`config.mk`:
```
export PLATFORM = sky130hd
export DESIGN_NAME = mdr_top
export DESIGN_NICKNAME = d
export VERILOG_FILES = /design/src/hdl/mdr_top.v /design/src/hdl/mdr_sync.v /design/src/hdl/mdr_page_decode.v
export VERILOG_INCLUDE_DIRS = /design/src /design/src/hdl
export SDC_FILE = /design/constraint.sdc
export NUM_CORES = 1
export LEC_CHECK = 0
export ABC_AREA = 1
export BUFFER_PORTS_ARGS = -buffer_cell sky130_fd_sc_hd__buf_4
export CAP_MARGIN = 5
export CORE_UTILIZATION = 28
export DETAILED_ROUTE_END_ITERATION = 10
export SLEW_MARGIN = 20
export SYNTH_ARGS = -nofsm -noshare
export SYNTH_HDL_FRONTEND = slang
export SYNTH_HIERARCHICAL = 1
export SYNTH_SLANG_ARGS = --single-unit
export TNS_END_PERCENT = 5
```
`constraint.sdc`:
```
create_clock -name clk_sys_in -period 14.6 [get_ports clk_sys_in]
set_clock_uncertainty 0.1 [all_clocks]
set_input_delay 2.19 -clock clk_sys_in [delete_from_list [all_inputs] [get_ports clk_sys_in]]
set_output_delay 2.19 -clock clk_sys_in [all_outputs]
set_load 0.01 [all_outputs]
```
`src/hdl/mdr_regs.vh`:
```
// Port addresses, indices, table codes, field positions and reset values of the decode block.
`ifndef MDR_REGS_VH
`define MDR_REGS_VH
// Host I/O addresses of the index port and the data port.
`define MDR_IO_INDEX_PORT 8'h28
`define MDR_IO_DATA_PORT 8'h24
// Indices reached through the data port.
`define MDR_IDX_XFER_CTRL 8'h28
`define MDR_IDX_TABLE_LOC 8'h29
`define MDR_IDX_XFER_DATA 8'h2A
`define MDR_INDEX_RESET 8'h00
// Transfer control byte layout.
`define MDR_CTL_START_BIT 7
`define MDR_CTL_WRITE_BIT 6
`define MDR_CTL_SEL_MSB 3
// Table codes carried in the control byte.
`define MDR_TBL_RELOC 4'h0
`define MDR_TBL_DESC 4'h1
`define MDR_TBL_REMAP_LO 4'h2
`define MDR_TBL_REMAP_HI 4'h3
`define MDR_TBL_PHYS_LO 4'h4
`define MDR_TBL_PHYS_HI 4'h5
// Limit registers hold address bits 27:14; 040H is the 1MB boundary.
`define MDR_LIMIT_RESET 14'h0040
`define MDR_LIMIT_HI_MSB 13
`define MDR_LIMIT_LO_MSB 7
// Pages between 640K and 1M: 24 of them, page 0 at table location 8.
`define MDR_PAGE_COUNT 24
`define MDR_PAGE_SPAN 14'h0018
`define MDR_RELOC_SLOTS 8'h18
`define MDR_PAGE_LOC_BASE 8'h08
`define MDR_PAGE_LOC_END 8'h20
`define MDR_LOW_PAGE_ADDR 14'h0028
// Page descriptor fields.
`define MDR_DESC_SHADOW 0
`define MDR_DESC_READ 1
`define MDR_DESC_WRITE 2
`define MDR_DESC_CACHE 3
`define MDR_DESC_TRANSLATE 5
`define MDR_DESC_WR_MASK 6'h2F
`define MDR_DESC_RESET 6'h00
`define MDR_RELOC_RESET 8'h00
`endif

```
`src/hdl/mdr_top.v`:
```
// Memory decode block: indirect table port, limit compare, page relocation and shadowing.
//
// Notes on behaviour
// - Index 29H then data write sets location.
// - Index 2AH then data write loads transfer value.
// - Control byte bit7 and bit6 set writes table.
// - Control byte bit7 set, bit6 clear reads table.
// - Data read at index 2AH returns fetched value.
// - Claim memory cycles below remap top, except relocation-window pages whose entry names no page; 640K-1M pages by descriptor alone.
// - Relocate only when remap top exceeds physical top.
// - Limits are 14 bits compared with address 27:14.
// - All page matching uses 16K granularity.
// - Page n lives at table location n plus 8.
// - Relocation entry: virtual page index, physical page+8.
// - Any 640K-1M page may move above top.
// - Relocation entries load in any order, any count.
// - Relocation, shadowing and translation coexist per page.
// - Each of 24 pages has own descriptor.
// - Shadow clear makes read/write enables irrelevant.
// - Shadowed page: read enable selects DRAM reads.
// - Shadowed page: write enable selects DRAM writes.
// - Six-bit descriptor layout, all bits reset zero.
// - DRAM if translate, else shadow with direction enable.
// - Port 28H sets index, port 24H accesses it.
// - Both limits reset to 040H.
`include "mdr_regs.vh"
module mdr_top (
  input wire clk_sys_in,
  input wire arst_n_in,
  input wire port_write_strobe_in,
  input wire port_read_strobe_in,
  input wire [7:0] io_addr_in,
  input wire [7:0] io_data_in,
  output reg [7:0] io_data_out,
  output reg io_data_oe_out,
  input wire mem_cycle_in,
  input wire mem_write_in,
  input wire [13:0] host_address_bus_in,
  output reg mem_claim_out,
  output reg mem_dram_out,
  output reg mem_relocated_out,
  output reg mem_cache_out,
  output reg [13:0] mem_addr_out,
  output reg remap_active_out
);

  localparam PAGES = `MDR_PAGE_COUNT;
  localparam SYNC_W = 34;

  // Reset release through two flip-flops; assertion stays asynchronous.
  reg rst_meta;
  reg rst_n;

  always @(posedge clk_sys_in or negedge arst_n_in)
  begin
    if (!arst_n_in)
    begin
      rst_meta <= 1'b0;
      rst_n <= 1'b0;
    end
    else
    begin
      rst_meta <= 1'b1;
      rst_n <= rst_meta;
    end
  end

  // All host pins arrive from outside the clock domain.
  wire [SYNC_W-1:0] sync_bus;
  wire s_wr;
  wire s_rd;
  wire [7:0] s_io_addr;
  wire [7:0] s_io_data;
  wire s_cycle;
  wire s_write;
  wire [13:0] s_haddr;

  mdr_sync #(
    .WIDTH(SYNC_W)
  ) u_sync (
    .clk_sys_in(clk_sys_in),
    .rst_n_in(rst_n),
    .async_in({port_write_strobe_in, port_read_strobe_in, io_addr_in, io_data_in,
      mem_cycle_in, mem_write_in, host_address_bus_in}),
    .sync_out(sync_bus)
  );

  assign {s_wr, s_rd, s_io_addr, s_io_data, s_cycle, s_write, s_haddr} = sync_bus;

  // Configuration state.
  reg [7:0] index_reg;
  reg [7:0] table_loc;
  reg [7:0] xfer_data;
  reg [13:0] remap_top_limit;
  reg [13:0] physical_top_limit;
  reg [7:0] reloc_mem [0:PAGES-1];
  reg [5:0] desc_mem [0:PAGES-1];
  reg wr_prev;
  integer i;

  // A table location that names one of the 24 page descriptors.
  function loc_is_page;
    input [7:0] loc;
    begin
      loc_is_page = (loc >= `MDR_PAGE_LOC_BASE) && (loc < `MDR_PAGE_LOC_END);
    end
  endfunction

  // Page number held by a location that names a page.
  function [4:0] loc_to_page;
    input [7:0] loc;
    reg [7:0] diff;
    begin
      diff = loc - `MDR_PAGE_LOC_BASE;
      loc_to_page = diff[4:0];
    end
  endfunction

  // A relocation table slot is a virtual page number below 24.
  function loc_is_slot;
    input [7:0] loc;
    begin
      loc_is_slot = loc < `MDR_RELOC_SLOTS;
    end
  endfunction

  // Port write acts once, on the rising edge of the synchronised strobe.
  wire wr_rise;
  wire data_port_wr;
  wire index_port_wr;
  wire [3:0] ctl_sel;
  wire ctl_start;
  wire ctl_write;

  assign wr_rise = s_wr & ~wr_prev;
  assign index_port_wr = wr_rise && (s_io_addr == `MDR_IO_INDEX_PORT);
  assign data_port_wr = wr_rise && (s_io_addr == `MDR_IO_DATA_PORT);
  assign ctl_sel = s_io_data[`MDR_CTL_SEL_MSB:0];
  assign ctl_start = s_io_data[`MDR_CTL_START_BIT];
  assign ctl_write = s_io_data[`MDR_CTL_WRITE_BIT];

  // Value a read transfer fetches from the table named in the control byte.
  reg [7:0] fetch_val;

  always @*
  begin
    fetch_val = 8'h00;
    case (ctl_sel)
      `MDR_TBL_RELOC:
      begin
        if (loc_is_slot(table_loc))
          fetch_val = reloc_mem[table_loc[4:0]];
      end
      `MDR_TBL_DESC:
      begin
        if (loc_is_page(table_loc))
          fetch_val = {2'b00, desc_mem[loc_to_page(table_loc)]};
      end
      `MDR_TBL_REMAP_LO: fetch_val = remap_top_limit[`MDR_LIMIT_LO_MSB:0];
      `MDR_TBL_REMAP_HI: fetch_val = {2'b00, remap_top_limit[`MDR_LIMIT_HI_MSB:8]};
      `MDR_TBL_PHYS_LO: fetch_val = physical_top_limit[`MDR_LIMIT_LO_MSB:0];
      `MDR_TBL_PHYS_HI: fetch_val = {2'b00, physical_top_limit[`MDR_LIMIT_HI_MSB:8]};
      default: fetch_val = 8'h00;
    endcase
  end

  // Index, location, transfer data and the tables themselves. A transfer
  // finishes in the cycle its control byte is taken, which is long before
  // the synchronisers can deliver the next strobe edge.
  always @(posedge clk_sys_in or negedge rst_n)
  begin
    if (!rst_n)
    begin
      wr_prev <= 1'b0;
      index_reg <= `MDR_INDEX_RESET;
      table_loc <= `MDR_INDEX_RESET;
      xfer_data <= `MDR_INDEX_RESET;
      remap_top_limit <= `MDR_LIMIT_RESET;
      physical_top_limit <= `MDR_LIMIT_RESET;
      for (i = 0; i < PAGES; i = i + 1)
      begin
        reloc_mem[i] <= `MDR_RELOC_RESET;
        desc_mem[i] <= `MDR_DESC_RESET;
      end
    end
    else
    begin
      wr_prev <= s_wr;
      if (index_port_wr)
        index_reg <= s_io_data;
      if (data_port_wr)
      begin
        case (index_reg)
          `MDR_IDX_TABLE_LOC: table_loc <= s_io_data;
          `MDR_IDX_XFER_DATA: xfer_data <= s_io_data;
          `MDR_IDX_XFER_CTRL:
          begin
            if (ctl_start && !ctl_write)
              xfer_data <= fetch_val;
            else if (ctl_start)
            begin
              // Write transfer into the selected table or register.
              case (ctl_sel)
                `MDR_TBL_RELOC:
                begin
                  if (loc_is_slot(table_loc))
                    reloc_mem[table_loc[4:0]] <= xfer_data;
                end
                `MDR_TBL_DESC:
                begin
                  if (loc_is_page(table_loc))
                    desc_mem[loc_to_page(table_loc)] <=
                      xfer_data[5:0] & `MDR_DESC_WR_MASK;
                end
                // Limit halves do not use the location register.
                `MDR_TBL_REMAP_LO:
                  remap_top_limit[`MDR_LIMIT_LO_MSB:0] <= xfer_data;
                `MDR_TBL_REMAP_HI:
                  remap_top_limit[`MDR_LIMIT_HI_MSB:8] <= xfer_data[5:0];
                `MDR_TBL_PHYS_LO:
                  physical_top_limit[`MDR_LIMIT_LO_MSB:0] <= xfer_data;
                `MDR_TBL_PHYS_HI:
                  physical_top_limit[`MDR_LIMIT_HI_MSB:8] <= xfer_data[5:0];
                default:
                begin
                end
              endcase
            end
          end
          default:
          begin
          end
        endcase
      end
    end
  end

  // Data port read answer; other indices read as zero.
  reg [7:0] next_io_data;
  reg next_io_oe;

  always @*
  begin
    next_io_oe = s_rd && (s_io_addr == `MDR_IO_DATA_PORT);
    next_io_data = 8'h00;
    case (index_reg)
      `MDR_IDX_TABLE_LOC: next_io_data = table_loc;
      `MDR_IDX_XFER_DATA: next_io_data = xfer_data;
      default: next_io_data = 8'h00;
    endcase
    if (!next_io_oe)
      next_io_data = 8'h00;
  end

  // Limit comparison and page extraction for the current memory cycle.
  wire below_remap;
  wire remap_active;
  wire in_reloc;
  wire [4:0] reloc_vpage;
  wire in_low;
  wire [4:0] low_page;

  mdr_page_decode u_decode (
    .addr_in(s_haddr),
    .remap_top_limit_in(remap_top_limit),
    .physical_top_limit_in(physical_top_limit),
    .below_remap_out(below_remap),
    .remap_active_out(remap_active),
    .in_reloc_out(in_reloc),
    .reloc_vpage_out(reloc_vpage),
    .in_low_out(in_low),
    .low_page_out(low_page)
  );

  // Memory cycle decision. Relocation is checked first since it only covers
  // addresses at or above the physical top; the descriptors govern the
  // 640K-1M window directly, so each page can take a different role.
  reg next_claim;
  reg next_dram;
  reg next_reloc;
  reg next_cache;
  reg [13:0] next_addr;
  reg [7:0] reloc_entry;
  reg [5:0] page_desc;
  reg [4:0] phys_page;

  always @*
  begin
    next_claim = 1'b0;
    next_dram = 1'b0;
    next_reloc = 1'b0;
    next_cache = 1'b0;
    next_addr = s_haddr;
    reloc_entry = 8'h00;
    page_desc = 6'h00;
    phys_page = 5'h00;
    if (s_cycle)
    begin
      if (in_reloc)
      begin
        reloc_entry = reloc_mem[reloc_vpage];
        // An entry that names no page leaves the virtual page unanswered.
        if (loc_is_page(reloc_entry))
        begin
          phys_page = loc_to_page(reloc_entry);
          page_desc = desc_mem[phys_page];
          next_claim = 1'b1;
          next_dram = 1'b1;
          next_reloc = 1'b1;
          next_cache = page_desc[`MDR_DESC_CACHE];
          next_addr = `MDR_LOW_PAGE_ADDR + {9'h000, phys_page};
        end
      end
      else if (in_low)
      begin
        page_desc = desc_mem[low_page];
        // Without shadow enable the direction enables count for nothing.
        next_dram = page_desc[`MDR_DESC_TRANSLATE] |
          (page_desc[`MDR_DESC_SHADOW] &
          (s_write ? page_desc[`MDR_DESC_WRITE] :
          page_desc[`MDR_DESC_READ]));
        next_claim = next_dram;
        next_cache = next_dram & page_desc[`MDR_DESC_CACHE];
      end
      else if (below_remap)
      begin
        next_claim = 1'b1;
        next_dram = 1'b1;
        next_cache = 1'b1;
      end
    end
  end

  // Every output is a flip-flop; decisions trail the pins by three edges.
  always @(posedge clk_sys_in or negedge rst_n)
  begin
    if (!rst_n)
    begin
      io_data_out <= 8'h00;
      io_data_oe_out <= 1'b0;
      mem_claim_out <= 1'b0;
      mem_dram_out <= 1'b0;
      mem_relocated_out <= 1'b0;
      mem_cache_out <= 1'b0;
      mem_addr_out <= 14'h0000;
      remap_active_out <= 1'b0;
    end
    else
    begin
      io_data_out <= next_io_data;
      io_data_oe_out <= next_io_oe;
      mem_claim_out <= next_claim;
      mem_dram_out <= next_dram;
      mem_relocated_out <= next_reloc;
      mem_cache_out <= next_cache;
      mem_addr_out <= next_addr;
      remap_active_out <= remap_active;
    end
  end

endmodule

```
`src/hdl/mdr_sync.v`:
```
// Two-flip-flop synchroniser for a bundle of asynchronous pins.
module mdr_sync #(
  parameter WIDTH = 8
) (
  input wire clk_sys_in,
  input wire rst_n_in,
  input wire [WIDTH-1:0] async_in,
  output wire [WIDTH-1:0] sync_out
);

  reg [WIDTH-1:0] meta;
  reg [WIDTH-1:0] stable;

  // The first stage feeds only the second stage, never any logic.
  always @(posedge clk_sys_in or negedge rst_n_in)
  begin
    if (!rst_n_in)
    begin
      meta <= {WIDTH{1'b0}};
      stable <= {WIDTH{1'b0}};
    end
    else
    begin
      meta <= async_in;
      stable <= meta;
    end
  end

  assign sync_out = stable;

endmodule

```
`src/hdl/mdr_page_decode.v`:
```
// Address comparison against the two limits and page index extraction.
`include "mdr_regs.vh"
module mdr_page_decode (
  input wire [13:0] addr_in,
  input wire [13:0] remap_top_limit_in,
  input wire [13:0] physical_top_limit_in,
  output wire below_remap_out,
  output wire remap_active_out,
  output wire in_reloc_out,
  output wire [4:0] reloc_vpage_out,
  output wire in_low_out,
  output wire [4:0] low_page_out
);

  wire [13:0] vdiff;
  wire [13:0] ldiff;
  wire [13:0] low_end;

  // Only bits 27:14 are compared, so every decision is on 16K pages.
  assign below_remap_out = addr_in < remap_top_limit_in;
  assign remap_active_out = remap_top_limit_in > physical_top_limit_in;

  // Virtual page number counted upward from the physical top.
  assign vdiff = addr_in - physical_top_limit_in;
  assign reloc_vpage_out = vdiff[4:0];
  assign in_reloc_out = remap_active_out && below_remap_out &&
    (addr_in >= physical_top_limit_in) && (vdiff < `MDR_PAGE_SPAN);

  // Page index within the 640K to 1M region.
  assign low_end = `MDR_LOW_PAGE_ADDR + `MDR_PAGE_SPAN;
  assign ldiff = addr_in - `MDR_LOW_PAGE_ADDR;
  assign low_page_out = ldiff[4:0];
  assign in_low_out = (addr_in >= `MDR_LOW_PAGE_ADDR) && (addr_in < low_end);

endmodule

```
==> results.toml <==
[power_and_ir_drop]
total_power_mw = 2.80
power_density_nw_per_um2 = 99.7
p_leak_nw = 14.0
ir_drop_mv = 0.0844

[clock_tree]
clkLatencyLatePin_ns = 0.62
post_cts_resized = 0
cts_tree = "done"
post_cts_buffers = 0
cts_root_buffer = "clkbuf_16"
clk_pin_slew_ns = 0.06
cts_made_buffers = 52
cts.sinks = 462
htree_levels = 2
ctsLongestPathBuffers = 3
cts_hold_buf = 0

[layout]
regArea_um2 = 11600
nets = 3218
antenna_cells = 0
syn2layout_area_growth_pct = 12.3
multi_input_area_um2 = 10800
reg.largest.list = "reloc_mem x192, desc_mem x120"
postLayoutCellArea_um2 = 28100
fill_cells = 9350
largest_register_ff_count = 192
final_util_pct = 31.8
regMostFlops = "reloc_mem"
drive_gt1_share_pct = 8.57

[outcome]
violations = "design-rule violations"
status = "complete, but fails checks"

[placement]
globalplace.congestion = 0.912
io_buffers = 63
placed_area_um2 = 26400
hpwl_um = 53600

[floorplan]
die_h_um = 301
die_x_um = 301
coreArea_um2 = 88500
initial_core_util_pct = 28.3
io_pins = 64
rows = 109
dieArea_um2 = 90600

[timing]
finalHoldViolations = 0
rsz0062_at_grt = "no"
relSlewSlack_pct = 21.6
finalHoldWorstSlack_ns = 0.239
worst_pin_slew_ns = 1.18
post-route-min-period_ns = 5.05
period_share_pct = 34.6
fmax_ghz = 0.198
finalSetupTns_ns = 0
drv_slew = 0
finalSetupViolCount = 0

[yosys]
synth_warnings = 6
ys_seq_area_share_pct = 46.2
synth_area_um2 = 25000
avgSynthCellArea_um2 = 7.91
ys_seq_elements = 462
async_flop_share_pct = 100
ys_dominant_reg_cell = "dfrtp_1"
synth_fp_nets = 3247
synth_enable_flop_cells = 0
ys_types = 60
synthCells = 3164

[critical_path]
start_kind = "register"
crit_fanout = 90
crit_arrival_ns = 5.45
path_class = "register to register"
end_kind = "register"
required_ns = 15.00

[route]
wl_per_cell_um = 18.6
route.detailed.drc = 2
ant_nets = 0
drtIter0Drc = 2268
drt_first_pass_iters = 11
vias = 21800
wl_um = 80800
avgViaCountPerCell = 5.02

[flow_run]
cap_violations = 0

[grt]
grt_pass1_vias = 20724
gr-usage-all-layers_pct = 17.8
grt_overflow = 0
grt_pass1_wl_um = 125000
antenna_found_initial = 1
grt_max_degree = 150

[hold_path]
hp-class = "register to register"
-- critical path, stage by stage, from the launching register on --
cell	delay (ns)
dfrtp_2	0.34
buf_4	0.48
inv_1	0.13
ha_1	0.35
inv_2	0.05
buf_4	0.66
inv_2	0.63
a21oi_1	0.29
o21ai_0	0.09
o21ai_0	0.12
nor3_1	0.09
o21ai_0	0.34
nand3_1	0.21
nand2_1	0.31
inv_1	0.33
nand2_1	0.13
nand2_1	0.06
nand2_1	0.06
nand2_1	0.04
-- worst paths after layout --
kind / cells after the start / from / end / slack [ns]
min in group asynchronous: 0 / rst_n / u_sync/meta[30] / 0.26
worst min-delay path: 0 / u_sync/meta[10] / u_sync/sync_out[10] / 0.24
worst min register to register: 0 / u_sync/meta[10] / u_sync/sync_out[10] / 0.24
max in group asynchronous: 3 / rst_n / reloc_mem[55] / 11.04
worst max-delay path: 18 / u_sync/sync_out[0] / mem_cache_out / 9.55
worst max register to register: 18 / u_sync/sync_out[0] / mem_cache_out / 9.55
-- stage by stage --
step           cells  setup slack, ns
2_1_floorplan   3164            0.673
3_3_place_gp    4245             9.79
3_5_place_dp    4245             9.71
4_1_cts         4338             9.69
5_1_grt         4339             9.14
6_report        4339             9.55
-- per-layer routing --
metal,vias up,part of all wire [%],track usage [%]
li1,10340,-,-
met3,149,6.9,2.74
met2,844,47,29.1
met4,2,3.2,6.36
met5,-,0.024,0
met1,10465,43,23.7
-- layout by cell type (no fill, tap or decap), types with 5 or more instances in the layout --
master,instances
nand2_1,569
inv_1,463
dfrtp_1,457
nor2_1,301
o21ai_0,288
a21oi_1,281
nand3_1,178
buf_4,90
a22oi_1,53
clkbuf_16,52
o22ai_1,46
ha_1,46
nand4_1,37
o211ai_1,32
mux2i_1,32
o2111ai_1,20
inv_2,16
nor3_1,16
nand4_4,16
clkinv_2,14
clkbuf_8,12
nor2_8,9
nand2_2,9
nand3_2,9
clkinv_1,8
o221ai_1,8
nor2_2,8
nor4_1,7
a31oi_1,6
a22o_1,6
a221oi_1,6
nor2_4,5
a21boi_1,5
-- layout make-up --
type / count / area share, %
clock buffers: 68 / 5.27
clock inverters: 25 / 0.903
inverters: 487 / 6.50
multi-input cells: 2040 / 38.5
flip-flops and latches: 462 / 41.2
well taps: 1165 / 5.18
repair buffers: 92 / 2.50
-- report_power, final --
part           total [mW]  leakage (nW)  internal [mW]  switching [mW]
clock network        1.35         0.859          0.783           0.562
logic               0.153          6.91         0.0454           0.107
registers            1.31          6.25           1.29          0.0130
-- kinds of logic after synthesis --
group	Yosys count	synth area share, %
and+or+nand+nor	1183	22.0
DFF	462	46.2
xor gates and xnor gates	2	0.0700
other	1	0.0150
buffers and inverters	662	10.6
adders and majority gates	47	2.38
muxes	32	1.28
AOI/OAI and AO/OA	775	17.5
-- Yosys cell counts (4+ instances only) --
cell type  count  area share, %
a21boi_1       5           0.15
a21oi_1      281            5.6
a221oi_1       6           0.21
a22o_1         6           0.21
a22oi_1       53            1.6
a31oi_1        6           0.15
buf_1          9           0.13
buf_2         71            1.4
buf_4         13           0.39
clkbuf_1      79            1.2
clkinv_1      11           0.16
dfrtp_1      460             46
ha_1          46            2.3
inv_1        467            7.0
inv_2          9           0.13
mux2i_1       32            1.3
nand2_1      569            8.5
nand2_2        9           0.22
nand2_4        4           0.18
nand3_1      178            3.6
nand3_2        9           0.36
nand4_1       37           0.92
nand4_4       16            1.4
nor2_1       301            4.5
nor2_2         8           0.20
nor2_4         5           0.22
nor2_8         9           0.72
nor3_1        16           0.32
nor4_1         7           0.17
o2111ai_1     20           0.70
o211ai_1      32           0.96
o21ai_0      288            5.8
o21ai_1        4          0.080
o221ai_1       8           0.28
o22ai_1       46            1.1
(Power assumes the default switching activity.)
